File: src/rtl/frsh_defs.vh
// Constants for the result status and host handshake block.
// Assumes a 40 MHz clock and a three-bit register address from the host.
`ifndef FRSH_DEFS_VH
`define FRSH_DEFS_VH

// Register addresses on the host port.
`define FRSH_A_DRIVE_CTRL   3'h2
`define FRSH_A_MAIN_STAT    3'h4
`define FRSH_A_RATE_SEL     3'h4
`define FRSH_A_DATA         3'h5
`define FRSH_A_DISK_CHG     3'h7

// Reset values.
`define FRSH_DCR_RESET      8'h00
`define FRSH_DRR_RESET      2'h2

// Drive control field positions.
`define FRSH_DCR_DMA        3
`define FRSH_DCR_RUN        2

// Main status field positions.
`define FRSH_MS_RQM         7
`define FRSH_MS_DIO         6
`define FRSH_MS_NDMA        5
`define FRSH_MS_BUSY        4

// Termination codes.
`define FRSH_TERM_NORMAL    2'h0
`define FRSH_TERM_ABNORMAL  2'h1
`define FRSH_TERM_INVALID   2'h2
`define FRSH_TERM_READY     2'h3

// Result sequence kinds.
`define FRSH_RES_NONE       2'h0
`define FRSH_RES_SENSE      2'h1
`define FRSH_RES_DRIVE      2'h2
`define FRSH_RES_FULL       2'h3

// Service time limits in nanoseconds and the clock period.
`define FRSH_CLK_NS         25
`define FRSH_SVC_125_NS     62000
`define FRSH_SVC_250_NS     30000
`define FRSH_SVC_500_NS     14000
`define FRSH_SVC_1000_NS    6000
`define FRSH_SVC_125_CYC    (`FRSH_SVC_125_NS / `FRSH_CLK_NS)
`define FRSH_SVC_250_CYC    (`FRSH_SVC_250_NS / `FRSH_CLK_NS)
`define FRSH_SVC_500_CYC    (`FRSH_SVC_500_NS / `FRSH_CLK_NS)
`define FRSH_SVC_1000_CYC   (`FRSH_SVC_1000_NS / `FRSH_CLK_NS)

`endif

File: src/rtl/frsh_core.v
// Result status assembly, phase sequencing and host byte handshake.
// Assumes host strobes synchronous to i_clk; the command core decodes.
//
// Operation
// - Seek-complete sets status 0 bit 5.
// - Recalibrate without track zero sets status 0 bit 4.
// - Status 0 bit 3 zero, bit 2 head, bits 1-0 drive.
// - Last byte of last sector without transfer end sets end-of-track.
// - CRC error sets status 1 bit 5; data field also status 2 bit 5.
// - Late service of an execution byte sets overrun.
// - Absent sector, bad identify or missing start sector set no-data.
// - Write protect at write or format issue sets not-writable.
// - Missing address mark sets status 1 bit 0; data mark also status 2.
// - Wrong kind of data mark sets control-mark.
// - Track mismatch sets wrong-track; recorded FF also bad-track.
// - Scan equal sets bit 3; unsatisfied scan sets bit 2.
// - Status 3 is 0, protect, 1, track zero, 0, head, drive.
// - Command bytes in order; execution starts on the final byte.
// - Result bytes leave in a fixed order.
// - Command writes only while main status bit 6 clear, bit 7 set.
// - Core held idle while drive control bit 2 is clear; rate writes set the service limit.
// - Status 0 bits 7-6 hold the termination code.
// - Disk change bit 7 is the inverse registered every cycle; bits 6-0 undriven.
`timescale 1ns/10ps
`include "frsh_defs.vh"

// Command byte buffer between the host port and the command core.
module frsh_fifo
#(
	parameter WIDTH = 8,
	parameter DEPTH = 4,
	parameter AW    = 2
)
(
	input  wire             i_clk,
	input  wire             i_reset,
	input  wire             i_clear,
	input  wire             i_in_valid,
	input  wire [WIDTH-1:0] i_in_data,
	output reg              o_in_ready,
	output reg              o_out_valid,
	output wire [WIDTH-1:0] o_out_data,
	input  wire             i_out_ready
);
	reg [WIDTH-1:0] mem [0:DEPTH-1];
	reg [AW-1:0]    wr_ptr;
	reg [AW-1:0]    rd_ptr;
	reg [AW:0]      count;
	reg [AW:0]      next_count;
	wire            push;
	wire            pop;

	assign push = i_in_valid & o_in_ready;
	assign pop = o_out_valid & i_out_ready;
	assign o_out_data = mem[rd_ptr];

	// Occupancy after this cycle's push and pop.
	always @*
	begin
		next_count = count;
		if (push & ~pop)
			next_count = count + 1'b1;
		else if (pop & ~push)
			next_count = count - 1'b1;
	end

	// Pointers, storage and registered full and empty flags.
	always @(posedge i_clk or posedge i_reset)
	begin
		if (i_reset)
		begin
			wr_ptr <= {AW{1'b0}};
			rd_ptr <= {AW{1'b0}};
			count <= {(AW+1){1'b0}};
			o_in_ready <= 1'b1;
			o_out_valid <= 1'b0;
		end
		else if (i_clear)
		begin
			wr_ptr <= {AW{1'b0}};
			rd_ptr <= {AW{1'b0}};
			count <= {(AW+1){1'b0}};
			o_in_ready <= 1'b1;
			o_out_valid <= 1'b0;
		end
		else
		begin
			if (push)
			begin
				mem[wr_ptr] <= i_in_data;
				wr_ptr <= wr_ptr + 1'b1;
			end
			if (pop)
				rd_ptr <= rd_ptr + 1'b1;
			count <= next_count;
			o_in_ready <= (next_count != DEPTH[AW:0]);
			o_out_valid <= (next_count != {(AW+1){1'b0}});
		end
	end
endmodule // frsh_fifo

// Host register port, phase sequencer and result status bytes.
module frsh_core
(
	input  wire       i_clk,
	input  wire       i_reset,
	input  wire       i_cs_n,
	input  wire       i_rd_n,
	input  wire       i_wr_n,
	input  wire [2:0] i_addr,
	input  wire [7:0] i_data,
	output reg  [7:0] o_data,
	output reg  [7:0] o_data_oe_n,
	output reg  [3:0] o_motor_en,
	output reg  [1:0] o_drive_sel,
	output reg        o_dma_en,
	output reg        o_core_reset,
	output reg  [1:0] o_data_rate,
	output reg        o_disk_changed,
	input  wire       i_media_change_n,
	input  wire [3:0] i_cmd_len,
	output reg        o_exec_start,
	output wire       o_cmd_valid,
	output wire [7:0] o_cmd_data,
	input  wire       i_cmd_ready,
	input  wire       i_is_seek,
	input  wire       i_is_write,
	input  wire       i_non_dma,
	input  wire       i_xfer_req,
	input  wire       i_xfer_to_host,
	input  wire [7:0] i_xfer_data,
	output reg  [7:0] o_xfer_wdata,
	output reg        o_xfer_done,
	output reg        o_dma_request,
	input  wire       i_dma_ack_n,
	input  wire       i_transfer_end,
	input  wire       i_ev_seek_end,
	input  wire       i_ev_recal_fail,
	input  wire       i_ev_last_byte,
	input  wire       i_ev_crc_addr,
	input  wire       i_ev_crc_data,
	input  wire       i_ev_no_data,
	input  wire       i_ev_miss_addr,
	input  wire       i_ev_miss_data,
	input  wire       i_ev_ctrl_mark,
	input  wire       i_ev_track_diff,
	input  wire [7:0] i_rec_track,
	input  wire       i_ev_scan_equal,
	input  wire       i_ev_scan_fail,
	input  wire       i_write_protect,
	input  wire       i_track_zero,
	input  wire       i_head,
	input  wire [1:0] i_drive,
	input  wire       i_exec_done,
	input  wire [1:0] i_term_code,
	input  wire [1:0] i_res_mode,
	input  wire [7:0] i_res_track,
	input  wire [31:0] i_res_id
);
	localparam P_IDLE = 2'h0;
	localparam P_CMD  = 2'h1;
	localparam P_EXEC = 2'h2;
	localparam P_RES  = 2'h3;

	reg  [1:0]  phase;
	reg  [3:0]  cmd_cnt;
	reg  [3:0]  cmd_len;
	reg  [2:0]  res_idx;
	reg  [2:0]  res_last;
	reg  [1:0]  res_mode;
	reg         rd_q;
	reg         wr_q;
	reg         ack_q;
	reg         run;
	reg  [3:0]  seeking;
	reg         pending;
	reg  [11:0] svc_cnt;
	reg         tc_seen;
	reg  [1:0]  term;
	reg         head;
	reg  [1:0]  drive;
	reg  [7:0]  st1;
	reg  [7:0]  st2;
	reg         seek_end;
	reg         eq_check;
	reg  [7:0]  st3;
	reg  [7:0]  main_status;
	wire        rd_go;
	wire        wr_go;
	wire        ack_go;
	wire        dat;
	wire        fifo_ready;
	wire        cmd_push;
	wire        svc;
	wire        cmd_last;
	wire [7:0]  st0;

	// Service limits in cycles, cut to the timer width on use.
	localparam [31:0] LIM_250  = `FRSH_SVC_250_CYC;
	localparam [31:0] LIM_500  = `FRSH_SVC_500_CYC;
	localparam [31:0] LIM_1000 = `FRSH_SVC_1000_CYC;

	// Service limit for the selected data rate.
	function [11:0] svc_limit;
		input [1:0] rate;
		begin
			case (rate)
			2'h0: svc_limit = LIM_500[11:0];
			2'h3: svc_limit = LIM_1000[11:0];
			default: svc_limit = LIM_250[11:0];
			endcase
		end
	endfunction

	// Strobe edges; an access acts on the falling edge of its strobe.
	assign rd_go = ~i_cs_n & ~i_rd_n & rd_q;
	assign wr_go = ~i_cs_n & ~i_wr_n & wr_q;
	assign ack_go = ~i_dma_ack_n & ack_q;
	assign dat = (i_addr == `FRSH_A_DATA);
	assign cmd_push = wr_go & dat & fifo_ready & run &
		((phase == P_IDLE) | (phase == P_CMD));
	assign svc = pending & (((rd_go | wr_go) & dat) |
		(ack_go & o_dma_en));
	// Final command byte, also when the command is a single byte.
	assign cmd_last = ((phase == P_IDLE) & (i_cmd_len <= 4'h1)) |
		((phase == P_CMD) & (cmd_cnt + 1'b1 >= cmd_len));

	assign st0 = {term, seek_end, eq_check, 1'b0,
		head, drive};

	// Result byte by position; order is fixed per result kind.
	function [7:0] res_byte;
		input [2:0] idx;
		begin
			case (idx)
			3'h0: res_byte = (res_mode == `FRSH_RES_DRIVE) ? st3 : st0;
			3'h1: res_byte = (res_mode == `FRSH_RES_SENSE) ?
				i_res_track : st1;
			3'h2: res_byte = st2;
			3'h3: res_byte = i_res_id[31:24];
			3'h4: res_byte = i_res_id[23:16];
			3'h5: res_byte = i_res_id[15:8];
			3'h6: res_byte = i_res_id[7:0];
			default: res_byte = 8'h00;
			endcase
		end
	endfunction

	// Host command bytes pass through a small buffer to the core.
	frsh_fifo #(.WIDTH(8), .DEPTH(4), .AW(2)) u_fifo
	(
		.i_clk       (i_clk),
		.i_reset     (i_reset),
		.i_clear     (~run),
		.i_in_valid  (cmd_push),
		.i_in_data   (i_data),
		.o_in_ready  (fifo_ready),
		.o_out_valid (o_cmd_valid),
		.o_out_data  (o_cmd_data),
		.i_out_ready (i_cmd_ready)
	);

	// Drive control, rate select and disk change; hardware reset only.
	always @(posedge i_clk or posedge i_reset)
	begin
		if (i_reset)
		begin
			rd_q <= 1'b1;
			wr_q <= 1'b1;
			ack_q <= 1'b1;
			o_motor_en <= 4'h0;
			o_drive_sel <= 2'h0;
			o_dma_en <= 1'b0;
			run <= 1'b0;
			o_core_reset <= 1'b1;
			o_data_rate <= `FRSH_DRR_RESET;
			o_disk_changed <= 1'b0;
		end
		else
		begin
			rd_q <= i_cs_n | i_rd_n;
			wr_q <= i_cs_n | i_wr_n;
			ack_q <= i_dma_ack_n;
			o_disk_changed <= ~i_media_change_n;
			o_core_reset <= ~run;
			if (wr_go & (i_addr == `FRSH_A_DRIVE_CTRL))
			begin
				o_motor_en <= i_data[7:4];
				o_dma_en <= i_data[`FRSH_DCR_DMA];
				run <= i_data[`FRSH_DCR_RUN];
				o_drive_sel <= i_data[1:0];
			end
			if (wr_go & (i_addr == `FRSH_A_RATE_SEL))
				o_data_rate <= i_data[1:0];
		end
	end

	// Phase sequencing, byte counts and the execution service timer.
	always @(posedge i_clk or posedge i_reset)
	begin
		if (i_reset)
		begin
			phase <= P_IDLE;
			cmd_cnt <= 4'h0;
			cmd_len <= 4'h0;
			res_idx <= 3'h0;
			res_last <= 3'h0;
			res_mode <= `FRSH_RES_NONE;
			o_exec_start <= 1'b0;
			seeking <= 4'h0;
			pending <= 1'b0;
			svc_cnt <= 12'h000;
			o_xfer_done <= 1'b0;
			o_xfer_wdata <= 8'h00;
			o_dma_request <= 1'b0;
		end
		else if (~run)
		begin
			phase <= P_IDLE;
			cmd_cnt <= 4'h0;
			res_idx <= 3'h0;
			o_exec_start <= 1'b0;
			seeking <= 4'h0;
			pending <= 1'b0;
			o_xfer_done <= 1'b0;
			o_dma_request <= 1'b0;
		end
		else
		begin
			o_exec_start <= 1'b0;
			o_xfer_done <= svc;
			if (cmd_push)
			begin
				cmd_cnt <= cmd_cnt + 1'b1;
				phase <= P_CMD;
				if (phase == P_IDLE)
					cmd_len <= i_cmd_len;
				if (cmd_last)
				begin
					phase <= P_EXEC;
					o_exec_start <= 1'b1;
					cmd_cnt <= 4'h0;
					if (i_is_seek)
						seeking[i_drive] <= 1'b1;
				end
			end
			if ((phase == P_EXEC) & svc & wr_go)
				o_xfer_wdata <= i_data;
			// A byte request starts the service timer.
			if ((phase == P_EXEC) & i_xfer_req)
			begin
				pending <= 1'b1;
				svc_cnt <= 12'h000;
			end
			else if (svc | (svc_cnt == svc_limit(o_data_rate)))
				pending <= 1'b0;
			else if (pending)
				svc_cnt <= svc_cnt + 1'b1;
			o_dma_request <= pending & ~svc & o_dma_en & ~i_non_dma;
			if ((phase == P_EXEC) & i_exec_done)
			begin
				pending <= 1'b0;
				res_idx <= 3'h0;
				res_mode <= i_res_mode;
				case (i_res_mode)
				`FRSH_RES_NONE: phase <= P_IDLE;
				`FRSH_RES_SENSE: res_last <= 3'h1;
				`FRSH_RES_DRIVE: res_last <= 3'h0;
				default: res_last <= 3'h6;
				endcase
				if (i_res_mode != `FRSH_RES_NONE)
					phase <= P_RES;
			end
			// Each data port read hands out the next result byte.
			if ((phase == P_RES) & rd_go & dat)
			begin
				res_idx <= res_idx + 1'b1;
				if ((res_idx == 3'h0) & (res_mode == `FRSH_RES_SENSE))
					seeking[drive] <= 1'b0;
				if (res_idx == res_last)
					phase <= P_IDLE;
			end
		end
	end

	// Status flags; a new command clears them, events during execution set.
	always @(posedge i_clk or posedge i_reset)
	begin
		if (i_reset)
		begin
			term <= `FRSH_TERM_NORMAL;
			seek_end <= 1'b0;
			eq_check <= 1'b0;
			st1 <= 8'h00;
			st2 <= 8'h00;
			st3 <= 8'h20;
			head <= 1'b0;
			drive <= 2'h0;
			tc_seen <= 1'b0;
		end
		else
		begin
			if (cmd_push & (phase == P_IDLE))
			begin
				seek_end <= 1'b0;
				eq_check <= 1'b0;
				st1 <= 8'h00;
				st2 <= 8'h00;
				tc_seen <= 1'b0;
			end
			if (i_transfer_end & ~i_dma_ack_n)
				tc_seen <= 1'b1;
			if (phase == P_EXEC)
			begin
				if (i_ev_seek_end)
					seek_end <= 1'b1;
				if (i_ev_recal_fail)
					eq_check <= 1'b1;
				if (i_ev_last_byte & ~tc_seen &
					~(i_transfer_end & ~i_dma_ack_n))
					st1[7] <= 1'b1;
				if (i_ev_crc_addr | i_ev_crc_data)
					st1[5] <= 1'b1;
				if (i_ev_crc_data)
					st2[5] <= 1'b1;
				if (pending & ~svc & (svc_cnt == svc_limit(o_data_rate)))
					st1[4] <= 1'b1;
				if (i_ev_no_data)
					st1[2] <= 1'b1;
				if (i_ev_miss_addr | i_ev_miss_data)
					st1[0] <= 1'b1;
				if (i_ev_miss_data)
					st2[0] <= 1'b1;
				if (i_ev_ctrl_mark)
					st2[6] <= 1'b1;
				if (i_ev_track_diff)
					st2[4] <= 1'b1;
				if (i_ev_track_diff & (i_rec_track == 8'hFF))
					st2[1] <= 1'b1;
				if (i_ev_scan_equal)
					st2[3] <= 1'b1;
				if (i_ev_scan_fail)
					st2[2] <= 1'b1;
			end
			// Protect state is judged when the command is issued.
			if (cmd_push & cmd_last & i_is_write & i_write_protect)
				st1[1] <= 1'b1;
			if ((phase == P_EXEC) & i_exec_done)
			begin
				term <= i_term_code;
				head <= i_head;
				drive <= i_drive;
				st3 <= {1'b0, i_write_protect, 1'b1, i_track_zero,
					1'b0, i_head, i_drive};
			end
		end
	end

	// Main status word, rebuilt every cycle from the phase.
	always @(posedge i_clk or posedge i_reset)
	begin
		if (i_reset)
			main_status <= 8'h00;
		else
		begin
			main_status[3:0] <= seeking;
			main_status[`FRSH_MS_BUSY] <= (phase != P_IDLE);
			main_status[`FRSH_MS_NDMA] <= (phase == P_EXEC) & i_non_dma;
			main_status[`FRSH_MS_DIO] <= (phase == P_RES) |
				((phase == P_EXEC) & i_xfer_to_host);
			main_status[`FRSH_MS_RQM] <= run & ~(rd_go | wr_go) &
				(((phase == P_IDLE) | (phase == P_CMD)) ? fifo_ready :
				(phase == P_RES) ? 1'b1 :
				(pending & i_non_dma));
		end
	end

	// Read data and per-bit drive enables for the host data bus.
	always @(posedge i_clk or posedge i_reset)
	begin
		if (i_reset)
		begin
			o_data <= 8'h00;
			o_data_oe_n <= 8'hFF;
		end
		else if (i_cs_n | i_rd_n)
			o_data_oe_n <= 8'hFF;
		else if (rd_go)
		begin
			o_data_oe_n <= 8'h00;
			o_data <= 8'h00;
			case (i_addr)
			`FRSH_A_MAIN_STAT: o_data <= main_status;
			`FRSH_A_DATA: o_data <= (phase == P_RES) ? res_byte(res_idx) :
				i_xfer_data;
			`FRSH_A_DISK_CHG:
			begin
				o_data <= {o_disk_changed, 7'h00};
				o_data_oe_n <= 8'h7F;
			end
			default: o_data_oe_n <= 8'hFF;
			endcase
		end
	end
endmodule // frsh_core

File: config.mk
export PLATFORM = sky130hd
export DESIGN_NAME = frsh_core
export DESIGN_NICKNAME = d
export VERILOG_FILES = /design/src/rtl/frsh_core.v
export VERILOG_INCLUDE_DIRS = /design/src /design/src/rtl
export SDC_FILE = /design/constraint.sdc
export NUM_CORES = 1
export LEC_CHECK = 0
export BUFFER_PORTS_ARGS = -buffer_cell sky130_fd_sc_hd__buf_2
export CORE_MARGIN = 5
export CORE_UTILIZATION = 25
export CTS_BUF_LIST = sky130_fd_sc_hd__clkbuf_4 sky130_fd_sc_hd__clkbuf_8 sky130_fd_sc_hd__clkbuf_16
export DETAILED_ROUTE_END_ITERATION = 10
export SLEW_MARGIN = 20
export SYNTH_ARGS = -nofsm -noshare
export SYNTH_HDL_FRONTEND = slang
export SYNTH_SLANG_ARGS = --single-unit
File: constraint.sdc
create_clock -name i_clk -period 8.5 [get_ports i_clk]
set_input_delay 2.125 -clock i_clk [delete_from_list [all_inputs] [get_ports i_clk]]
set_output_delay 2.125 -clock i_clk [all_outputs]
set_load 0.02 [all_outputs]
==> key figures <==
Power and ir drop
  • Final Power: 1.62 mW
  • Max VDD drop: 0.124 mV
  • PD cells: 189 mW/mm²
  • Leak: 3.82 nW

STA
  • Worst Skew: 0.0106 ns
  • Min Clock Period, post-route: 4.01 ns
  • Slew margin rel.: 39.2%
  • Worst-margin pin slew: 0.912 ns
  • F_max: 249 MHz
  • Unrepaired setup endpoints after global routing: false
  • Final setup fails: 0
  • Final hold violations: 0
  • Final count of pins violating max slew: 0
  • Setup TNS: 0 ns
  • Period utilization: 47.2%

Detailed routing
  • Remaining antenna violation count after routing: 0
  • Drt initial violations: 326
  • Average wire per standard cell: 17.6 µm
  • Vias per cell: 4.75
  • Remaining DRCs: 0
  • 1st-pass router iterations: 6
  • Total number of vias: 5354
  • Final WL: 19900 µm

CTS
  • # hold bufs at CTS: 0
  • Skew-Pair Late Insertion Delay: 0.42 ns
  • CTS resizes: 0
  • Htree depth: 4
  • CTS max path bufs: 2
  • CTS tree: yes
  • Setup Buffers After CTS: 0
  • Total CTS buffers: 17
  • Root Driver: clkbuf_16
  • Clk pin slew, worst setup/hold paths: 0.06 ns
  • Clk sinks: 142

Job
  • Max Cap Viol: 0

Worst setup path
  • Setup CP Type: flop to output pin
  • Crit end category: output pin
  • Worst setup SP type: flop
  • Arrival time at the worst endpoint: 1.89 ns
  • Max FO, Critical Path: 10
  • Data required, critical path: 6.38 ns

Final layout
  • Fraction of layout cells with a size suffix above 1: 33.4%
  • Nets: 871
  • Post-route cell area: 0.00861 mm²
  • Fillers: 2745
  • Area of the multi-input gates: 0.00296 mm²
  • FF+latch area: 0.00372 mm²
  • Layout Utilization: 31.8%
  • Layout Area Growth over Synthesis: 24.5%

Yosys
  • Register area share after synthesis: 53.9%
  • Post-Syn Nets: 727
  • FF+latch count, synth: 142
  • Mapped cell area: 0.00691 mm²
  • Share of the synthesized area in the top cell type: 36.9%
  • Asr flop ratio synth: 77.5%
  • Netlist cell types: 71
  • Cells after Synth: 598
  • Post-synth top area cell: dfrtp_1
  • Synth warn: 0
  • Commonest cells post-synth: dfrtp_1 (102), nand2_1 (53), nor2_1 (37), edfxtp_1 (32), mux2_2 (31)
  • Main synth FF type: dfrtp_1
  • Post-synth EDFFs: 32
  • Avg Cell Area, Syn: 11.6 µm²
  • Ranking of synthesized cells by area: dfrtp_1 (37%), edfxtp_1 (14%), mux2_2 (5.0%)
  • Top-count cell post-synth: dfrtp_1

Floorplanning
  • Io pins: 154
  • Die width: 176 µm
  • Chip height: 176 µm
  • Die area: 0.0311 mm²
  • Rows: 60
  • Initial Util: 25.5%
  • Core box area: 0.0271 mm²

Place
  • GPL Wtd Cong: 0.805
  • DP Area: 0.00803 mm²
  • Port bufs: 153
  • Hpwl dp: 14900 µm

Run status
  • Status: complete, no violations

Global routing
  • First-pass GRT wire length: 31100 µm
  • Total gr overflow: 0
  • Total Routing Usage GR: 12.8%
  • Vias in the first global route: 5470
  • Pin count of the biggest net entering global routing: 66
  • Initial antenna violation count: 8

Worst hold path
  • Worst min path class: flop to flop
-- registers in the layout, indices dropped and copies added (netlist names), 6 cells and up --
signal,cells
o_data,8
u_fifo.mem,32
o_xfer_wdata,8
st2,7
st1,6
main_status,8
svc_cnt,12
-- worst max-delay path, stage by stage (launching register included) --
cell,delay [ns]
dfrtp_1,0.71
mux4_2,0.59
buf_2,0.17
-- cell usage in the layout (no fill, tap or decap), types with 6 or more instances in the layout --
cell,netlist,layout
or3_1,6,6
a222oi_1,8,8
mux2i_1,9,9
o31ai_1,9,9
nor2_1,37,37
nand2b_1,7,7
nor4_1,6,6
and2_1,7,7
buf_2,1,153
a22o_1,10,10
clkbuf_16,0,17
nand4_1,6,6
mux4_2,8,8
mux2_2,31,31
inv_1,24,23
o21ai_0,24,24
nor2b_1,8,8
a21oi_1,13,13
and3_1,11,11
nand3_1,21,21
a22oi_1,14,14
edfxtp_1,32,32
dfstp_2,8,8
ha_1,22,22
xnor2_1,10,10
nand2_1,53,53
dfrtp_1,102,102
-- final cells by class --
cell class	instances	share of cell area, %
flip-flops and latches	142	43.3
multi-input cells	400	34.4
repair buffers	157	9.25
well taps	372	5.41
clock buffers	18	5.03
clock inverters	14	1.58
inverters	24	1.08
diodes	1	0.0291
-- power breakdown --
part	internal, mW	switching [mW]	total, mW
Clock	0.411	0.311	0.722
Sequential	0.722	0.0212	0.744
Combinational	0.0629	0.0960	0.159
Total	1.20	0.428	1.62
-- cell families after synthesis --
group	synth area share (%)
and+or+nand+nor	14.8
DFF	53.9
AOI/OAI and AO/OA	13.1
buffers and inverters	3.38
muxes	8.96
adders and majority gates	3.98
xor gates and xnor gates	1.90
-- final timing paths --
check | start | end | slack (ns) | cells past startpoint
min in group asynchronous | i_reset | o_motor_en[3]$_DFFE_PP0P_ | 1.80 | 2
max in group asynchronous | i_reset | o_motor_en[1]$_DFFE_PP0P_ | 5.41 | 3
hold reg to reg | seeking[0]$_DFF_PP0_ | main_status[0]$_DFF_PP0_ | 0.40 | 0
setup reg to reg | run$_DFFE_PP0P_ | svc_cnt[2]$_DFFE_PP0P_ | 5.89 | 4
setup / recovery | u_fifo.rd_ptr[0]$_DFFE_PP0P_ | o_cmd_data[1] | 4.49 | 2
hold / removal | seeking[0]$_DFF_PP0_ | main_status[0]$_DFF_PP0_ | 0.40 | 0
-- routing by layer --
layer,wire length [µm],vias up,GRT usage (%)
met5,88,-,0
met4,311,16,3.64
met3,1240,36,3.94
met2,9310,135,20.2
met1,8950,2658,17.0
li1,-,2509,-
-- through the flow --
step / setup slack (ns) / hold slack (ns) / instances
floorplan: 3.14 / 0.354 / 598
global placement: 4.24 / 0.393 / 1095
detailed placement: 4.22 / 0.395 / 1095
CTS: 4.42 / 0.410 / 1127
global route: 4.34 / 0.415 / 1127
finish: 4.49 / 0.402 / 1128
Note: power is estimated with default switching activity, not from simulation.
